<file path="src/common/bsd_pkg.sv">
package bsd_pkg;

  // ------------------------------------------------------------------
  // Register map (word aligned byte addresses).
  // ------------------------------------------------------------------
  localparam logic [7:0] OFS_STRAP   = 8'h00;
  localparam logic [7:0] OFS_FUSE    = 8'h04;
  localparam logic [7:0] OFS_FPROG   = 8'h08;
  localparam logic [7:0] OFS_DECODE  = 8'h0c;
  localparam logic [7:0] OFS_ID      = 8'h10;

  // Arbitrary identification value.
  localparam logic [31:0] ID_VALUE   = 32'h0000b5d1;

  // ------------------------------------------------------------------
  // Strap vector bit positions.
  // ------------------------------------------------------------------
  localparam int STRAP_W       = 5;
  localparam int SB_BOOT_LOW   = 0;
  localparam int SB_BOOT_HIGH  = 1;
  localparam int SB_SMP_EDGE   = 2;
  localparam int SB_OUT_EDGE   = 3;
  localparam int SB_DBG_SRC    = 4;

  // ------------------------------------------------------------------
  // Fuse vector bit positions.
  // ------------------------------------------------------------------
  localparam int FUSE_W        = 7;
  localparam int FB_PRINT_LO   = 0;
  localparam int FB_PRINT_HI   = 1;
  localparam int FB_USB_DIS    = 2;
  localparam int FB_USB_PRTDIS = 3;
  localparam int FB_PAD_DBGDIS = 4;
  localparam int FB_USB_DBGDIS = 5;
  localparam int FB_DBG_SELEN  = 6;

  // Values after reset.
  localparam logic [FUSE_W-1:0]  FUSE_RESET  = 7'h00;
  localparam logic [STRAP_W-1:0] STRAP_RESET = 5'h00;

  // Strap hold time before capture, in the clock domain.
  localparam int CLK_PERIOD_NS  = 100;
  localparam int STRAP_HOLD_MS  = 3;
  localparam int STRAP_HOLD_CYC = STRAP_HOLD_MS * 1000000 / CLK_PERIOD_NS;

  // Boot mode and debug source encodings.
  localparam logic [1:0] BOOT_NONE  = 2'h0;
  localparam logic [1:0] BOOT_FLASH = 2'h1;
  localparam logic [1:0] BOOT_DL    = 2'h2;
  localparam logic [1:0] DBG_OFF    = 2'h0;
  localparam logic [1:0] DBG_USB    = 2'h1;
  localparam logic [1:0] DBG_PINS   = 2'h2;

  // AXI responses.
  localparam logic [1:0] RESP_OKAY   = 2'h0;
  localparam logic [1:0] RESP_SLVERR = 2'h2;

endpackage

</file>
<file path="src/rtl/bsd_decode.sv">
`timescale 1ns/1ns
module bsd_decode
  import bsd_pkg::*;
(
  input  wire logic [STRAP_W-1:0] strap,
  input  wire logic [FUSE_W-1:0]  fuse,
  output logic      [1:0]         boot_mode,
  output logic                    sdio_sample_rise,
  output logic                    sdio_output_rise,
  output logic                    print_serial,
  output logic                    print_usb,
  output logic      [1:0]         debug_source
);

  // ------------------------------------------------------------------
  // Option decode
  // ------------------------------------------------------------------

  // Pure combinational decode of latched straps and fuses.
  always_comb begin
    logic [1:0] pol;
    pol = {fuse[FB_PRINT_HI], fuse[FB_PRINT_LO]};
    if (strap[SB_BOOT_HIGH]) begin
      boot_mode = BOOT_FLASH;
    end else if (strap[SB_BOOT_LOW]) begin
      boot_mode = BOOT_DL;
    end else begin
      boot_mode = BOOT_NONE;
    end
    sdio_sample_rise = strap[SB_SMP_EDGE];
    sdio_output_rise = strap[SB_OUT_EDGE];
    case (pol)
      2'h0: print_serial = 1'b1;
      2'h1: print_serial = ~strap[SB_BOOT_LOW];
      2'h2: print_serial = strap[SB_BOOT_LOW];
      default: print_serial = 1'b0;
    endcase
    if (fuse[FB_USB_DIS]) begin
      print_usb = 1'b0;
    end else begin
      print_usb = ~fuse[FB_USB_PRTDIS];
    end
    case ({fuse[FB_PAD_DBGDIS], fuse[FB_USB_DBGDIS]})
      2'b00: begin
        if (!fuse[FB_DBG_SELEN]) begin
          debug_source = DBG_USB;
        end else if (strap[SB_DBG_SRC]) begin
          debug_source = DBG_USB;
        end else begin
          debug_source = DBG_PINS;
        end
      end
      2'b10: debug_source = DBG_USB;
      2'b01: debug_source = DBG_PINS;
      default: debug_source = DBG_OFF;
    endcase
  end

endmodule

</file>
<file path="src/rtl/bsd_top.sv">
// Notes on behaviour
// - A high boot-select-high strap selects flash boot regardless.
// - High strap 0 with low strap 1 selects joint download boot.
// - Sample-edge strap 0 samples SDIO on falling, 1 on rising edge.
// - Output-edge strap 0 drives SDIO on falling, 1 on rising edge.
// - ROM messages go to serial, USB bridge or both; both by default.
// - Policy 0 always prints serially; 1 only if low strap is 0.
// - Policy 2 prints only if low strap is 1; policy 3 never prints.
// - With the bridge enabled, its print-disable fuse gates printing.
// - A set bridge-disable fuse stops USB printing outright.
// - Both debug disables 0 and select-enable 0 pick the USB bridge.
// - With select-enable 1 the debug strap picks USB (1) or pins (0).
// - Single disables pick the other source; both disable debug.
// - Straps are captured once at reset and held until power-down; here each reset clears the latch and captures them again.
// - Fuses read 0 unprogrammed and a programmed 1 never clears; here reset clears the fuse array.
//
// The AXI4-Lite interface to the registers and the placing of the registers are this design's own decisions.
`timescale 1ns/1ns
module bsd_top
  import bsd_pkg::*;
#(
  parameter int HOLD_CYCLES = STRAP_HOLD_CYC
)(
  input  wire logic                  aclk,
  input  wire logic                  aresetn,
  input  wire logic                  boot_select_low_strap,
  input  wire logic                  boot_select_high_strap,
  input  wire logic                  sdio_sample_edge_strap,
  input  wire logic                  sdio_output_edge_strap,
  input  wire logic                  debug_source_strap,
  input  wire logic                  s_axi_awvalid,
  output logic                       s_axi_awready,
  input  wire logic [7:0]            s_axi_awaddr,
  input  wire logic                  s_axi_wvalid,
  output logic                       s_axi_wready,
  input  wire logic [31:0]           s_axi_wdata,
  input  wire logic [3:0]            s_axi_wstrb,
  output logic                       s_axi_bvalid,
  input  wire logic                  s_axi_bready,
  output logic      [1:0]            s_axi_bresp,
  input  wire logic                  s_axi_arvalid,
  output logic                       s_axi_arready,
  input  wire logic [7:0]            s_axi_araddr,
  output logic                       s_axi_rvalid,
  input  wire logic                  s_axi_rready,
  output logic      [31:0]           s_axi_rdata,
  output logic      [1:0]            s_axi_rresp,
  output logic                       options_valid,
  output logic      [1:0]            boot_mode,
  output logic                       sdio_sample_rise,
  output logic                       sdio_output_rise,
  output logic                       print_serial,
  output logic                       print_usb,
  output logic      [1:0]            debug_source
);

  // A hold under three cycles would latch the cleared synchroniser, not
  // the pins, and the hold counter is only 24 bits wide.
  if (HOLD_CYCLES < 3 || HOLD_CYCLES > 2**24 - 1) begin : g_hold_chk
    $error("HOLD_CYCLES out of range");
  end

  // ------------------------------------------------------------------
  // State
  // ------------------------------------------------------------------
  typedef enum logic [1:0] {
    ST_HOLD = 2'b01,
    ST_DONE = 2'b10
  } bsd_state_e;

  typedef struct packed {
    bsd_state_e          st;
    logic [23:0]         cnt;
    logic [STRAP_W-1:0]  s1;
    logic [STRAP_W-1:0]  s2;
    logic [STRAP_W-1:0]  s3;
    logic [STRAP_W-1:0]  latch;
    logic [FUSE_W-1:0]   fuse;
    logic                valid;
    logic [1:0]          boot;
    logic                smp;
    logic                outp;
    logic                pser;
    logic                pusb;
    logic [1:0]          dbg;
    logic                aw_got;
    logic [7:0]          aw_addr;
    logic                w_got;
    logic [31:0]         w_data;
    logic [3:0]          w_strb;
    logic                bvalid;
    logic [1:0]          bresp;
    logic                rvalid;
    logic [31:0]         rdata;
    logic [1:0]          rresp;
    logic                aw_rdy;
    logic                w_rdy;
    logic                ar_rdy;
  } bsd_state_s;

  bsd_state_s q;
  bsd_state_s d;

  logic [STRAP_W-1:0] pins;
  logic [1:0]         dec_boot;
  logic               dec_smp;
  logic               dec_out;
  logic               dec_pser;
  logic               dec_pusb;
  logic [1:0]         dec_dbg;

  assign pins = {debug_source_strap, sdio_output_edge_strap,
                 sdio_sample_edge_strap, boot_select_high_strap,
                 boot_select_low_strap};

  // Decoder works on the latched straps and stored fuses only.
  bsd_decode u_dec (
    .strap            (q.latch),
    .fuse             (q.fuse),
    .boot_mode        (dec_boot),
    .sdio_sample_rise (dec_smp),
    .sdio_output_rise (dec_out),
    .print_serial     (dec_pser),
    .print_usb        (dec_pusb),
    .debug_source     (dec_dbg)
  );

  // Reads the register at a word address.
  function automatic logic [31:0] rd_reg(input logic [7:0] a,
                                         input bsd_state_s s);
    case (a)
      OFS_STRAP:  rd_reg = {27'h0, s.latch};
      OFS_FUSE:   rd_reg = {25'h0, s.fuse};
      OFS_DECODE: rd_reg = {22'h0, s.dbg, s.pusb, s.pser, s.outp, s.smp,
                            s.boot, 1'b0, s.valid};
      OFS_ID:     rd_reg = ID_VALUE;
      default:    rd_reg = 32'h0;
    endcase
  endfunction

  // True for any mapped word address.
  function automatic logic mapped(input logic [7:0] a);
    mapped = (a == OFS_STRAP) || (a == OFS_FUSE) || (a == OFS_FPROG) ||
             (a == OFS_DECODE) || (a == OFS_ID);
  endfunction

  // ------------------------------------------------------------------
  // Next state
  // ------------------------------------------------------------------

  // Capture sequence, decode hold and the AXI4-Lite slave.
  always_comb begin
    d = q;
    // Three-stage synchroniser on the strap pins.
    d.s1 = pins;
    d.s2 = q.s1;
    d.s3 = q.s2;
    case (q.st)
      ST_HOLD: begin
        if (q.s2 == q.s3) begin
          if (q.cnt >= 24'(HOLD_CYCLES - 1)) begin
            d.latch = q.s3;
            d.st    = ST_DONE;
          end else begin
            d.cnt = q.cnt + 24'h1;
          end
        end else begin
          d.cnt = 24'h0;
        end
      end
      ST_DONE: begin
        // Latch is never rewritten here.
        d.valid = 1'b1;
        if (!q.valid) begin
          d.boot = dec_boot;
          d.smp  = dec_smp;
          d.outp = dec_out;
          d.pser = dec_pser;
          d.pusb = dec_pusb;
          d.dbg  = dec_dbg;
        end
      end
      default: d.st = ST_HOLD;
    endcase

    // Write channel collection.
    if (s_axi_awvalid && q.aw_rdy) begin
      d.aw_got  = 1'b1;
      d.aw_addr = s_axi_awaddr;
    end
    if (s_axi_wvalid && q.w_rdy) begin
      d.w_got  = 1'b1;
      d.w_data = s_axi_wdata;
      d.w_strb = s_axi_wstrb;
    end
    if (q.aw_got && q.w_got) begin
      d.aw_got = 1'b0;
      d.w_got  = 1'b0;
      d.bvalid = 1'b1;
      d.bresp  = RESP_OKAY;
      if ({q.aw_addr[7:2], 2'b00} == OFS_FPROG) begin
        // Fuse bits only ever go from 0 to 1.
        if (q.w_strb[0] && q.st == ST_HOLD) begin
          d.fuse = q.fuse | q.w_data[FUSE_W-1:0];
        end
      end else begin
        d.bresp = RESP_SLVERR;
      end
    end
    if (q.bvalid && s_axi_bready) begin
      d.bvalid = 1'b0;
    end

    // Read channel.
    if (s_axi_arvalid && q.ar_rdy) begin
      d.rvalid = 1'b1;
      d.rdata  = rd_reg({s_axi_araddr[7:2], 2'b00}, q);
      d.rresp  = mapped({s_axi_araddr[7:2], 2'b00}) ? RESP_OKAY
                                                    : RESP_SLVERR;
    end else if (q.rvalid && s_axi_rready) begin
      d.rvalid = 1'b0;
    end

    // Ready flags are registered so every bus output leaves a flip-flop;
    // a channel is ready whenever it holds nothing and no answer waits.
    d.aw_rdy = !d.aw_got && !d.bvalid;
    d.w_rdy  = !d.w_got && !d.bvalid;
    d.ar_rdy = !d.rvalid;
  end

  // ------------------------------------------------------------------
  // Registers
  // ------------------------------------------------------------------

  // Synchronous reset; fuse array is cleared only by reset here.
  always_ff @(posedge aclk) begin
    if (!aresetn) begin
      q       <= '0;
      q.st    <= ST_HOLD;
      q.latch <= STRAP_RESET;
      q.fuse  <= FUSE_RESET;
      q.boot  <= BOOT_NONE;
      q.dbg   <= DBG_OFF;
    end else begin
      q <= d;
    end
  end

  // Output drive, all straight from flip-flops.
  assign s_axi_awready    = q.aw_rdy;
  assign s_axi_wready     = q.w_rdy;
  assign s_axi_bvalid     = q.bvalid;
  assign s_axi_bresp      = q.bresp;
  assign s_axi_arready    = q.ar_rdy;
  assign s_axi_rvalid     = q.rvalid;
  assign s_axi_rdata      = q.rdata;
  assign s_axi_rresp      = q.rresp;
  assign options_valid    = q.valid;
  assign boot_mode        = q.boot;
  assign sdio_sample_rise = q.smp;
  assign sdio_output_rise = q.outp;
  assign print_serial     = q.pser;
  assign print_usb        = q.pusb;
  assign debug_source     = q.dbg;

  // ------------------------------------------------------------------
  // Checks
  // ------------------------------------------------------------------

  flash_boot_a: assert property (@(posedge aclk) disable iff (!aresetn)
    $rose(q.valid) && q.latch[SB_BOOT_HIGH] |-> boot_mode == BOOT_FLASH)
    else $error("flash boot not chosen");
  dl_boot_a: assert property (@(posedge aclk) disable iff (!aresetn)
    $rose(q.valid) && q.latch[1:0] == 2'b01 |-> boot_mode == BOOT_DL)
    else $error("download boot not chosen");
  smp_edge_a: assert property (@(posedge aclk) disable iff (!aresetn)
    q.valid |-> sdio_sample_rise == q.latch[SB_SMP_EDGE])
    else $error("sample edge wrong");
  out_edge_a: assert property (@(posedge aclk) disable iff (!aresetn)
    q.valid |-> sdio_output_rise == q.latch[SB_OUT_EDGE])
    else $error("output edge wrong");
  ser_off_a: assert property (@(posedge aclk) disable iff (!aresetn)
    q.valid && q.fuse[1:0] == 2'h3 |-> !print_serial)
    else $error("serial print not off");
  ser_on_a: assert property (@(posedge aclk) disable iff (!aresetn)
    q.valid && q.fuse[1:0] == 2'h0 |-> print_serial)
    else $error("serial print not on");
  usb_dis_a: assert property (@(posedge aclk) disable iff (!aresetn)
    q.valid && q.fuse[FB_USB_DIS] |-> !print_usb)
    else $error("usb print not off");
  usb_prt_a: assert property (@(posedge aclk) disable iff (!aresetn)
    q.valid && !q.fuse[FB_USB_DIS] |-> print_usb == !q.fuse[FB_USB_PRTDIS])
    else $error("usb print wrong");
  dbg_off_a: assert property (@(posedge aclk) disable iff (!aresetn)
    q.valid && q.fuse[5:4] == 2'b11 |-> debug_source == DBG_OFF)
    else $error("debug not off");
  dbg_def_a: assert property (@(posedge aclk) disable iff (!aresetn)
    q.valid && q.fuse[6:4] == 3'b000 |-> debug_source == DBG_USB)
    else $error("debug default wrong");
  dbg_strap_a: assert property (@(posedge aclk) disable iff (!aresetn)
    q.valid && q.fuse[6:4] == 3'b100 |->
      debug_source == (q.latch[SB_DBG_SRC] ? DBG_USB : DBG_PINS))
    else $error("debug strap ignored");
  hold_const_a: assert property (@(posedge aclk) disable iff (!aresetn)
    q.valid |=> $stable(boot_mode) && $stable(q.latch) && options_valid)
    else $error("options changed");
  inactive_a: assert property (@(posedge aclk) disable iff (!aresetn)
    !q.valid |-> boot_mode == BOOT_NONE && debug_source == DBG_OFF)
    else $error("options early");
  fuse_mono_a: assert property (@(posedge aclk) disable iff (!aresetn)
    ##1 (($past(q.fuse) & ~q.fuse) == '0))
    else $error("fuse bit cleared");

endmodule

</file>
<file path="config.mk">
export PLATFORM = sky130hd
export DESIGN_NAME = bsd_top
export DESIGN_NICKNAME = d
export VERILOG_FILES = /design/src/common/bsd_pkg.sv /design/src/rtl/bsd_decode.sv /design/src/rtl/bsd_top.sv
export SDC_FILE = /design/constraint.sdc
export NUM_CORES = 1
export LEC_CHECK = 0
export ABC_AREA = 1
export ABC_CLOCK_PERIOD_IN_PS = 2900
export BUFFER_PORTS_ARGS = -buffer_cell sky130_fd_sc_hd__buf_4
export CORE_ASPECT_RATIO = 0.9
export CORE_MARGIN = 4
export CORE_UTILIZATION = 35
export CTS_BUF_LIST = sky130_fd_sc_hd__clkbuf_8
export DETAILED_ROUTE_END_ITERATION = 6
export HOLD_SLACK_MARGIN = 0.12
export PLACE_DENSITY = 0.65
export SYNTH_ARGS = -nofsm -noshare
export SYNTH_HDL_FRONTEND = slang
export SYNTH_SLANG_ARGS = --single-unit
</file>
<file path="constraint.sdc">
create_clock -name aclk -period 2.9 [get_ports aclk]
set_clock_uncertainty 0.05 [all_clocks]
set_input_delay 0.58 -clock aclk [delete_from_list [all_inputs] [get_ports aclk]]
set_output_delay 0.58 -clock aclk [all_outputs]
set_load 0.005 [all_outputs]
</file>
==> flow_summary.yaml, run 1 <==
outcome:
  status: "finished, final reports clean"
global_routing:
  first_global_vias: 3279
  grt.total_usage_pct: 12.46
  grt_max_degree: 48
  grt_pass1_wl_mm: 14.76
  overflow: 0
  antenna_found_initial: 0
pwr:
  ir_drop_mv: 0.2810
  swShare_pct: 24.37
  p_comb_share_pct: 7.2
  leakage_nw: 2.233
  power.switching_mw: 0.5980
  powerDensity_mw_per_mm2: 504.2
  internal_power_mw: 1.856
  seq_power_share_pct: 56.0
  clkPwrFrac_pct: 36.8
clock_network:
  clkSinkCount: 96
  postCtsResizedCells: 0
  cts.clk_slew.worst_paths_ns: 0.10
  clockRootBuffer: "clkbuf_8"
  cts_tree: "done"
  htree_levels: 3
  clock_path_buffers: 2
  cts_setup_buffers: 0
  clock_latency_ns: 0.36
  cts_inserted_buffers: 9
  ctsHoldBuffers: 0
place:
  hpwl_mm: 6.427
  place_congestion: 0.8508
  portBuffers: 61
detailed_routing:
  wl_met3_um: 504
  first_iter_violations: 241
  wl_met2_mm: 4.123
  wl_mm: 8.929
  vias_per_cell: 4.503
  drt_pre_antenna_iters: 4
  dr_total_vias: 3643
  ant_nets: 0
  post-route-drc-count: 0
  routedLengthMet1_mm: 4.224
  top_layer: "met4"
  routedWlPerCell_um: 11.04
sta:
  grt_setup_unrepaired: "false"
  hold_violations: 0
  worst_slew_pin_slew_ns: 0.5929
  finalSetupTns_ns: 0
  max_freq_ghz: 0.4869
  maxSlewViolCount: 0
  slew-limit-headroom_pct: 60.32
  post-route-period-util_pct: 70.81
  setup_violations: 0
  fin_crit_ns: 2.054
floorplan:
  dieArea_mm2: 0.01410
  rows: 38
  ios: 114
  die_h_um: 113.1
  core_area_mm2: 0.01203
  initial_core_util_pct: 35.69
  die_x_um: 124.7
layout:
  finish.utilization_pct: 40.46
  n_antenna_cell: 0
  syn2layout_area_growth_pct: 13.38
  layout-drive-gt1-share_pct: 13.10
  finalNetCount: 709
synth:
  synth_area_mm2: 0.004293
  avgSynthCellArea_um2: 7.037
  syn_inst: 610
  netlist-cell-type-count: 28
  ys_seq_area_share_pct: 44.77
  ys_ff_latch: 96
  yosysWarnings: 0
min_path:
  hp-class: "in -> reg"
setup_path:
  crit_chain: "ha_1 > nand3_2 > o21ai_1 > nand3_1 > nand2_2 > nand3_1 > a21oi_1 > inv_1"
  path_max_fanout: 11
  crit_type: "reg -> reg"
  start_kind: "flip-flop"
  slowest_delay_ns: 0.42
  cp_common_cell: "nand3_1"
  critPathArrivalTime_ns: 2.25
  crit_path_end_kind: "flip-flop"
  worstPathRequired_ns: 3.10
  slowest_stage: "dfxtp_1"
job:
  drv_cap: 0
-- critical path, delay by kind of cell, from the launching register on --
family / cells / cell delay (ns)
simple gates: 4 / 0.65
buf+inv: 1 / 0.06
flops: 1 / 0.42
fa+ha+maj: 1 / 0.30
compound gates: 2 / 0.46
-- layer usage --
metal  vias to the layer above  GRT usage (%)
met1                      1614          15.98
met4                         0          4.237
met3                         8          2.832
met2                       107          20.82
li1                       1914              -
met5                         -              0
-- logic make-up after synthesis --
group,Yosys count,share of synthesized area (%)
buffers and inverters,130,15.30
AOI/OAI and AO/OA,83,10.23
adders and majority gates,1,0.2914
and+or+nand+nor,289,27.28
other,1,0.08735
DFF,96,44.77
xor gates and xnor gates,10,2.040
-- synth_stat cells --
cell type | n | area [µm²]
nand3_1 | 32 | 160.2
nand2_2 | 2 | 12.51
inv_2 | 1 | 3.750
dfxtp_1 | 96 | 1922
ha_1 | 1 | 12.51
and3_1 | 1 | 6.260
o211a_1 | 1 | 10.01
nand4_1 | 5 | 31.28
o21ai_1 | 1 | 5.000
nor2_1 | 113 | 424.2
inv_1 | 69 | 259.0
conb_1 | 1 | 3.750
a211oi_1 | 1 | 7.510
buf_4 | 40 | 300.3
nand3_2 | 1 | 10.01
xnor2_1 | 4 | 35.03
xor2_1 | 6 | 52.55
a21oi_1 | 44 | 220.2
buf_6 | 2 | 22.52
nor4_1 | 2 | 12.51
nand2_4 | 2 | 22.52
nand2_1 | 131 | 491.7
o21ai_0 | 30 | 150.1
o221ai_1 | 1 | 8.760
buf_2 | 3 | 15.01
clkbuf_1 | 12 | 45.04
o211ai_1 | 5 | 37.54
buf_1 | 3 | 11.26
-- through the flow --
step / power (mW) / instance area (µm²) / setup slack [ns] / hold slack [ns] / std cells
floorplan: 1.531 / 4364 / 1.276 / 0.3405 / 629
CTS: 2.480 / 4867 / 0.8531 / 0.3315 / 809
global placement: 1.578 / 4663 / 0.9115 / 0.3539 / 793
global route: 2.544 / 4867 / 0.6397 / 0.3402 / 809
detailed placement: 1.583 / 4663 / 0.8714 / 0.3520 / 793
finish: 2.454 / 4867 / 0.8464 / 0.3501 / 809
-- placed cells by master, fill, tap and decap left out, drive strengths merged --
cell      instances
a211oi            1
a21oi            44
and3              1
buf              64
bufinv            1
clkbuf           10
clkinvlp          2
conb             20
dfxtp            96
ha                1
inv              73
nand2           135
nand3            33
nand4             5
nor2            113
nor4              2
o211a             1
o211ai            5
o21ai            31
o221ai            1
xnor2             4
xor2              6
-- cell type report --
| class | instances | area [µm²] |
|---|---|---|
| clock buffers | 10 | 137.6 |
| clock inverters | 6 | 66.31 |
| fillers | 1272 | 7162 |
| inverters | 70 | 262.8 |
| multi-input cells | 403 | 1785 |
| flip-flops and latches | 96 | 1922 |
| well taps | 160 | 200.2 |
| repair buffers | 64 | 493.0 |
-- power by group through the flow --
stage	clock [mW]	sequential, mW	combinational [mW]
final	0.903	1.37	0.177
after floorplan	0	1.40	0.130
after global placement	0	1.40	0.174
after global routing	0.961	1.38	0.205
after CTS	0.927	1.37	0.179
after detailed placement	0	1.40	0.178
-- flip-flops by register name (all words and copies together), names as in the netlist, 2 cells and up --
register and count:
q 59, s_axi_rdata 11, d 10, boot_mode 2, debug_source 2
-- worst paths after layout --
check / from / cells past startpoint / endpoint / slack, ns
setup reg to reg: q[123]$_SDFFE_PN0P_ / 8 / q[147]$_SDFFE_PN1P_ / 0.85
hold reg to reg: d[116]$_SDFF_PN0_ / 2 / d[111]$_SDFF_PN0_ / 0.37
setup / recovery: q[123]$_SDFFE_PN0P_ / 8 / q[147]$_SDFFE_PN1P_ / 0.85
hold / removal: debug_source_strap / 3 / d[117]$_SDFF_PN0_ / 0.35
Power figures use the tool's default switching activity.
==> inputs of run 2 (changes only) <==
--- a/config.mk
+++ b/config.mk
@@ -6,7 +6,7 @@
 export NUM_CORES = 1
 export LEC_CHECK = 0
 export ABC_AREA = 1
-export ABC_CLOCK_PERIOD_IN_PS = 2900
+export ABC_CLOCK_PERIOD_IN_PS = 2060
 export BUFFER_PORTS_ARGS = -buffer_cell sky130_fd_sc_hd__buf_4
 export CORE_ASPECT_RATIO = 0.9
 export CORE_MARGIN = 4
==> constraint.sdc (replaced) <==
create_clock -name aclk -period 2.06 [get_ports aclk]
set_clock_uncertainty 0.05 [all_clocks]
set_input_delay 0.412 -clock aclk [delete_from_list [all_inputs] [get_ports aclk]]
set_output_delay 0.412 -clock aclk [all_outputs]
set_load 0.005 [all_outputs]
==> flow_summary.yaml, run 2 (synthesized netlist as in run 1, its figures left out) <==
min_path:
  hp-class: "in -> reg"
  hold_start: "sdio_sample_edge_strap"
  whs_path_depth: 3
  hold_path_end: "d[115]$_SDFF_PN0_"
detailed_routing:
  vias_per_cell: 4.392
  wl_mm: 8.768
  first_iter_violations: 185
  routedWlPerCell_um: 10.77
  ant_nets: 0
  drt_pre_antenna_iters: 4
  post-route-drc-count: 0
  dr_total_vias: 3575
place:
  hpwl_mm: 6.487
  place_congestion: 0.8861
  dpl-instance-area_mm2: 0.004688
  placed_cells: 798
  portBuffers: 61
  dp_worst_setup_slack_ns: 0.03399
setup_path:
  crit_type: "reg -> reg"
  crit_chain: "ha_2 > nand3_2 > o21ai_1 > nand3_1 > nand2_2 > nand2_4 > buf_4 > a21oi_1 > nor2_1"
  crit_path_end_kind: "flip-flop"
  worstPathRequired_ns: 2.27
  path_max_fanout: 10
  slowest_delay_ns: 0.42
  r2r_start: "q[123]$_SDFFE_PN0P_"
  start_kind: "flip-flop"
  cpLargestDelayFamily: "simple AND/OR/NAND/NOR gates"
  cp.depth: 9
  reg2reg_depth: 9
  critPathBufInv: 1
  critPathArrivalTime_ns: 2.16
  r2r-end: "q[124]$_SDFFE_PN0P_"
  slowest_stage: "dfxtp_1"
  reg2reg_slack_ns: 0.11
layout:
  finalNetCount: 714
  fin_area_mm2: 0.004878
  layout_commonest_cell: "nand2_1"
  layout-drive-gt1-share_pct: 13.91
  n_antenna_cell: 0
  regMostFlops: "q"
  final_cell_mix: "nand2_1, nor2_1, dfxtp_1"
  largest_register_ffs: 59
  finish.utilization_pct: 40.56
  fin_cells: 814
  syn2layout_area_growth_pct: 13.64
sta:
  post-route-period-util_pct: 94.52
  hold_violations: 0
  finalSetupTns_ns: 0
  setup_violations: 0
  maxSlewViolCount: 0
  grt_setup_unrepaired: "false"
  max_freq_ghz: 0.5136
  fin_crit_ns: 1.947
  holdWs_ns: 0.1828
  layout_setup_ws_ns: 0.1129
pwr:
  leakage_nw: 2.241
  fin_total_pwr_mw: 3.285
  ir_drop_mv: 0.4328
  powerDensity_mw_per_mm2: 673.5
floorplan:
  core_area_mm2: 0.01203
  rows: 38
  ios: 114
  initial_core_util_pct: 35.69
  die_x_um: 124.7
  dieArea_mm2: 0.01410
  die_h_um: 113.1
clock_network:
  cts_tree: "done"
  postCtsResizedCells: 0
  cts_inserted_buffers: 9
  htree_levels: 3
  clkSinkCount: 96
  ctsHoldBuffers: 0
  cts_setup_buffers: 0
  cts.clk_slew.worst_paths_ns: 0.09
  clockRootBuffer: "clkbuf_8"
  clock_latency_ns: 0.36
  clock_path_buffers: 2
job:
  drv_cap: 0
global_routing:
  grt.total_usage_pct: 12.48
  grt_max_degree: 34
  antenna_found_initial: 0
  grt_pass1_wl_mm: 14.79
  first_global_vias: 3372
  overflow: 0
outcome:
  status: "finished, final reports clean"
[run 2: metal layers]
| metal | share of wire (%) | global-route usage [%] |
|---|---|---|
| met5 | 0 | 0 |
| met4 | 1.4 | 3.871 |
| met3 | 4.8 | 3.398 |
| met2 | 45 | 20.35 |
| met1 | 49 | 16.23 |
[run 2: worst register-to-register path: stages (launching register included)]
cell	delay [ns]
dfxtp_1	0.42
ha_2	0.27
nand3_2	0.13
o21ai_1	0.22
nand3_1	0.12
nand2_2	0.12
nand2_4	0.13
buf_4	0.20
a21oi_1	0.13
nor2_1	0.06
[run 2: worst max path at each step]
stage | slack, ns | endpoint | from
finish | 0.11 | q[124]$_SDFFE_PN0P_ | q[123]$_SDFFE_PN0P_
global route | 0.03 | q[123]$_SDFFE_PN0P_ | q[123]$_SDFFE_PN0P_
CTS | 0.02 | q[147]$_SDFFE_PN1P_ | q[123]$_SDFFE_PN0P_
detailed placement | 0.03 | q[147]$_SDFFE_PN1P_ | q[123]$_SDFFE_PN0P_
global placement | 0.11 | q[147]$_SDFFE_PN1P_ | q[123]$_SDFFE_PN0P_
floorplan | 0.44 | q[123]$_SDFFE_PN0P_ | q[123]$_SDFFE_PN0P_
[run 2: cell type report]
type                       count  area [µm²]
tap                          160       200.2
inverter                      70       262.8
clock inverter                 6       36.28
multi-input combinational    403        1802
sequential                    96        1922
clock buffer                  10       137.6
timing repair buffer          69       518.0
fill                        1253        7151
[run 2: where the power goes]
part	leakage (nW)	switching [mW]	internal, mW
registers	0.780	0.0266	1.91
clock network	0.0913	0.632	0.466
logic	1.37	0.145	0.108
==> inputs of run 3 (changes only) <==
--- a/config.mk
+++ b/config.mk
@@ -13,8 +13,10 @@
 export CORE_UTILIZATION = 35
 export CTS_BUF_LIST = sky130_fd_sc_hd__clkbuf_8
 export DETAILED_ROUTE_END_ITERATION = 6
+export GPL_TIMING_DRIVEN = 0
 export HOLD_SLACK_MARGIN = 0.12
 export PLACE_DENSITY = 0.65
 export SYNTH_ARGS = -nofsm -noshare
 export SYNTH_HDL_FRONTEND = slang
+export SYNTH_HIERARCHICAL = 1
 export SYNTH_SLANG_ARGS = --single-unit
==> flow_summary.yaml, run 3 <==
synth:
  synth_area_leaders: "dfxtp_1, nand2_1, nor2_1"
  synth_most_common_cell: "nand2_1"
  yosysWarnings: 6
  synth_top_flop_cell: "dfxtp_1"
  avgSynthCellArea_um2: 7.177
  async_flop_share_pct: 0
  synth_top_area_share_pct: 43.33
  synth_area_leader_cell: "dfxtp_1"
  ys_seq_area_share_pct: 43.33
  synth_common_cells: "nand2_1, dfxtp_1, nor2_1, inv_1, buf_4"
  synth_area_mm2: 0.004436
  syn_inst: 618
  synth_edf_count: 0
  netlist-cell-type-count: 29
  ys_ff_latch: 96
setup_path:
  start_kind: "flip-flop"
  crit_type: "reg -> reg"
  cpLargestDelayFamily: "simple AND/OR/NAND/NOR gates"
  worstPathRequired_ns: 2.30
  critPathBufInv: 1
  slowest_stage: "dfxtp_1"
  crit_chain: "ha_1 > nand3_2 > o21ai_2 > nand3_2 > nand2_4 > nand2_8 > nand2_8 > buf_12 > nand2_1 > a21oi_2"
  reg2reg_slack_ns: 0.16
  path_max_fanout: 10
  crit_path_end_kind: "flip-flop"
  slowest_delay_ns: 0.41
  critPathArrivalTime_ns: 2.15
pwr:
  clkPwrFrac_pct: 36.6
  power.switching_mw: 0.8768
  ir_drop_mv: 0.3001
  internal_power_mw: 2.658
  powerDensity_mw_per_mm2: 656.8
  seq_power_share_pct: 54.7
  leakage_nw: 2.414
  swShare_pct: 24.80
  fin_total_pwr_mw: 3.535
  p_comb_share_pct: 8.7
floorplan:
  rows: 38
  die_x_um: 126.7
  dieArea_mm2: 0.01454
  initial_core_util_pct: 36.30
  core_area_mm2: 0.01222
  die_h_um: 114.8
  ios: 114
detailed_routing:
  ant_nets: 0
  drt_pre_antenna_iters: 4
  vias_per_cell: 4.425
  wl_mm: 9.987
  routedWlPerCell_um: 11.44
  first_iter_violations: 272
  post-route-drc-count: 0
  dr_total_vias: 3863
place:
  portBuffers: 60
  dpl-instance-area_mm2: 0.005157
  placed_cells: 857
  place_congestion: 0.8383
  hpwl_mm: 7.686
  dp_worst_setup_slack_ns: -0.02843
sta:
  worst_slew_pin_slew_ns: 0.7357
  max_freq_ghz: 0.5252
  hold_violations: 0
  fin_crit_ns: 1.904
  slew-limit-headroom_pct: 50.58
  layout_setup_ws_ns: 0.1559
  setup_violations: 0
  finalSetupTns_ns: 0
  post-route-period-util_pct: 92.43
  grt_setup_unrepaired: "false"
  maxSlewViolCount: 0
min_path:
  hp-class: "in -> reg"
outcome:
  status: "finished, final reports clean"
layout:
  layout-drive-gt1-share_pct: 21.46
  regMostFlops: "q"
  layout_commonest_cell: "nand2_1"
  finalNetCount: 773
  largest_register_ffs: 59
  syn2layout_area_growth_pct: 21.35
  n_antenna_cell: 0
  fin_area_mm2: 0.005383
  final_cell_mix: "nand2_1, buf_4, dfxtp_1"
  fillCellCount: 1244
  fin_cells: 873
clock_network:
  clkSinkCount: 96
  clockRootBuffer: "clkbuf_8"
  postCtsResizedCells: 0
  htree_levels: 3
  clock_path_buffers: 2
  cts_tree: "done"
  cts.clk_slew.worst_paths_ns: 0.10
  cts_setup_buffers: 0
  cts_inserted_buffers: 9
  clock_latency_ns: 0.36
  ctsHoldBuffers: 0
global_routing:
  grt_max_degree: 18
  antenna_found_initial: 0
  grt_pass1_wl_mm: 16.88
  overflow: 0
  grt.total_usage_pct: 14.02
  first_global_vias: 3669
job:
  drv_cap: 0
[run 3: cell types whose count changed in the layout (fill, tap and decap cells not counted), sizes merged, moves of 3 or more]
| cell | delta |
|---|---|
| o21ai | +4 |
| nor2 | -17 |
| inv | +8 |
| nand4 | +5 |
| clkbuf | +16 |
| a21oi | +8 |
| buf | +38 |
| clkinv | +3 |
[run 3: cells by family (layout without fill, tap and decap cells)]
family	after synthesis	in the layout	synth area share [%]
buf+inv	143	219	16.45
xor+xnor	8	8	1.580
simple gates	277	277	26.69
compound gates	92	92	11.59
other cells	1	20	0.08455
flops	96	96	43.33
fa+ha+maj	1	1	0.2820
[run 3: cell type report]
type | count | area, µm² | share of cell area, %
Multi-Input combinational cell | 398 | 1869 | 34.73
Clock inverter | 6 | 73.82 | 1.371
Inverter | 80 | 300.3 | 5.579
Clock buffer | 10 | 137.6 | 2.557
Sequential cell | 96 | 1922 | 35.70
Timing Repair Buffer | 60 | 450.4 | 8.368
Buffer | 63 | 429.2 | 7.973
Tap cell | 160 | 200.2 | 3.719
[run 3: final timing paths]
check / startpoint / to / cells after the start
worst max register to register: q[123]$_SDFFE_PN0P_ / q[128]$_SDFFE_PN0P_ / 10
worst min register to register: d[113]$_SDFF_PN0_ / d[108]$_SDFF_PN0_ / 2
worst max-delay path: q[123]$_SDFFE_PN0P_ / q[128]$_SDFFE_PN0P_ / 10
worst min-delay path: boot_select_high_strap / d[114]$_SDFF_PN0_ / 3
[run 3: metrics by stage]
stage,hold WS [ns],utilization (%)
final,0.1796,44.05
after detailed placement,0.3505,42.21
after global placement,0.3496,42.21
after CTS,0.1634,43.94
after global routing,0.1621,44.05
after floorplan,0.3405,-
[run 3: worst min-delay path: stages]
cell	delay, ns
buf_4	0.08
nand2_1	0.04
inv_1	0.04
[run 3: power by group through the flow]
| stage | combinational, mW | sequential (mW) | clock, mW |
|---|---|---|---|
| final | 0.307 | 1.93 | 1.29 |
| after global placement | 0.301 | 1.97 | 0 |
| after CTS | 0.308 | 1.93 | 1.33 |
| after global routing | 0.351 | 1.94 | 1.41 |
| after floorplan | 0.192 | 1.97 | 0 |
| after detailed placement | 0.308 | 1.98 | 0 |
[run 3: routing by layer]
metal	vias up	wire length [µm]	GRT usage (%)
li1	2044	-	-
met1	1714	4979	19.28
met2	95	4350	22.14
met3	10	529	3.530
met4	0	127	3.717
met5	-	0	0
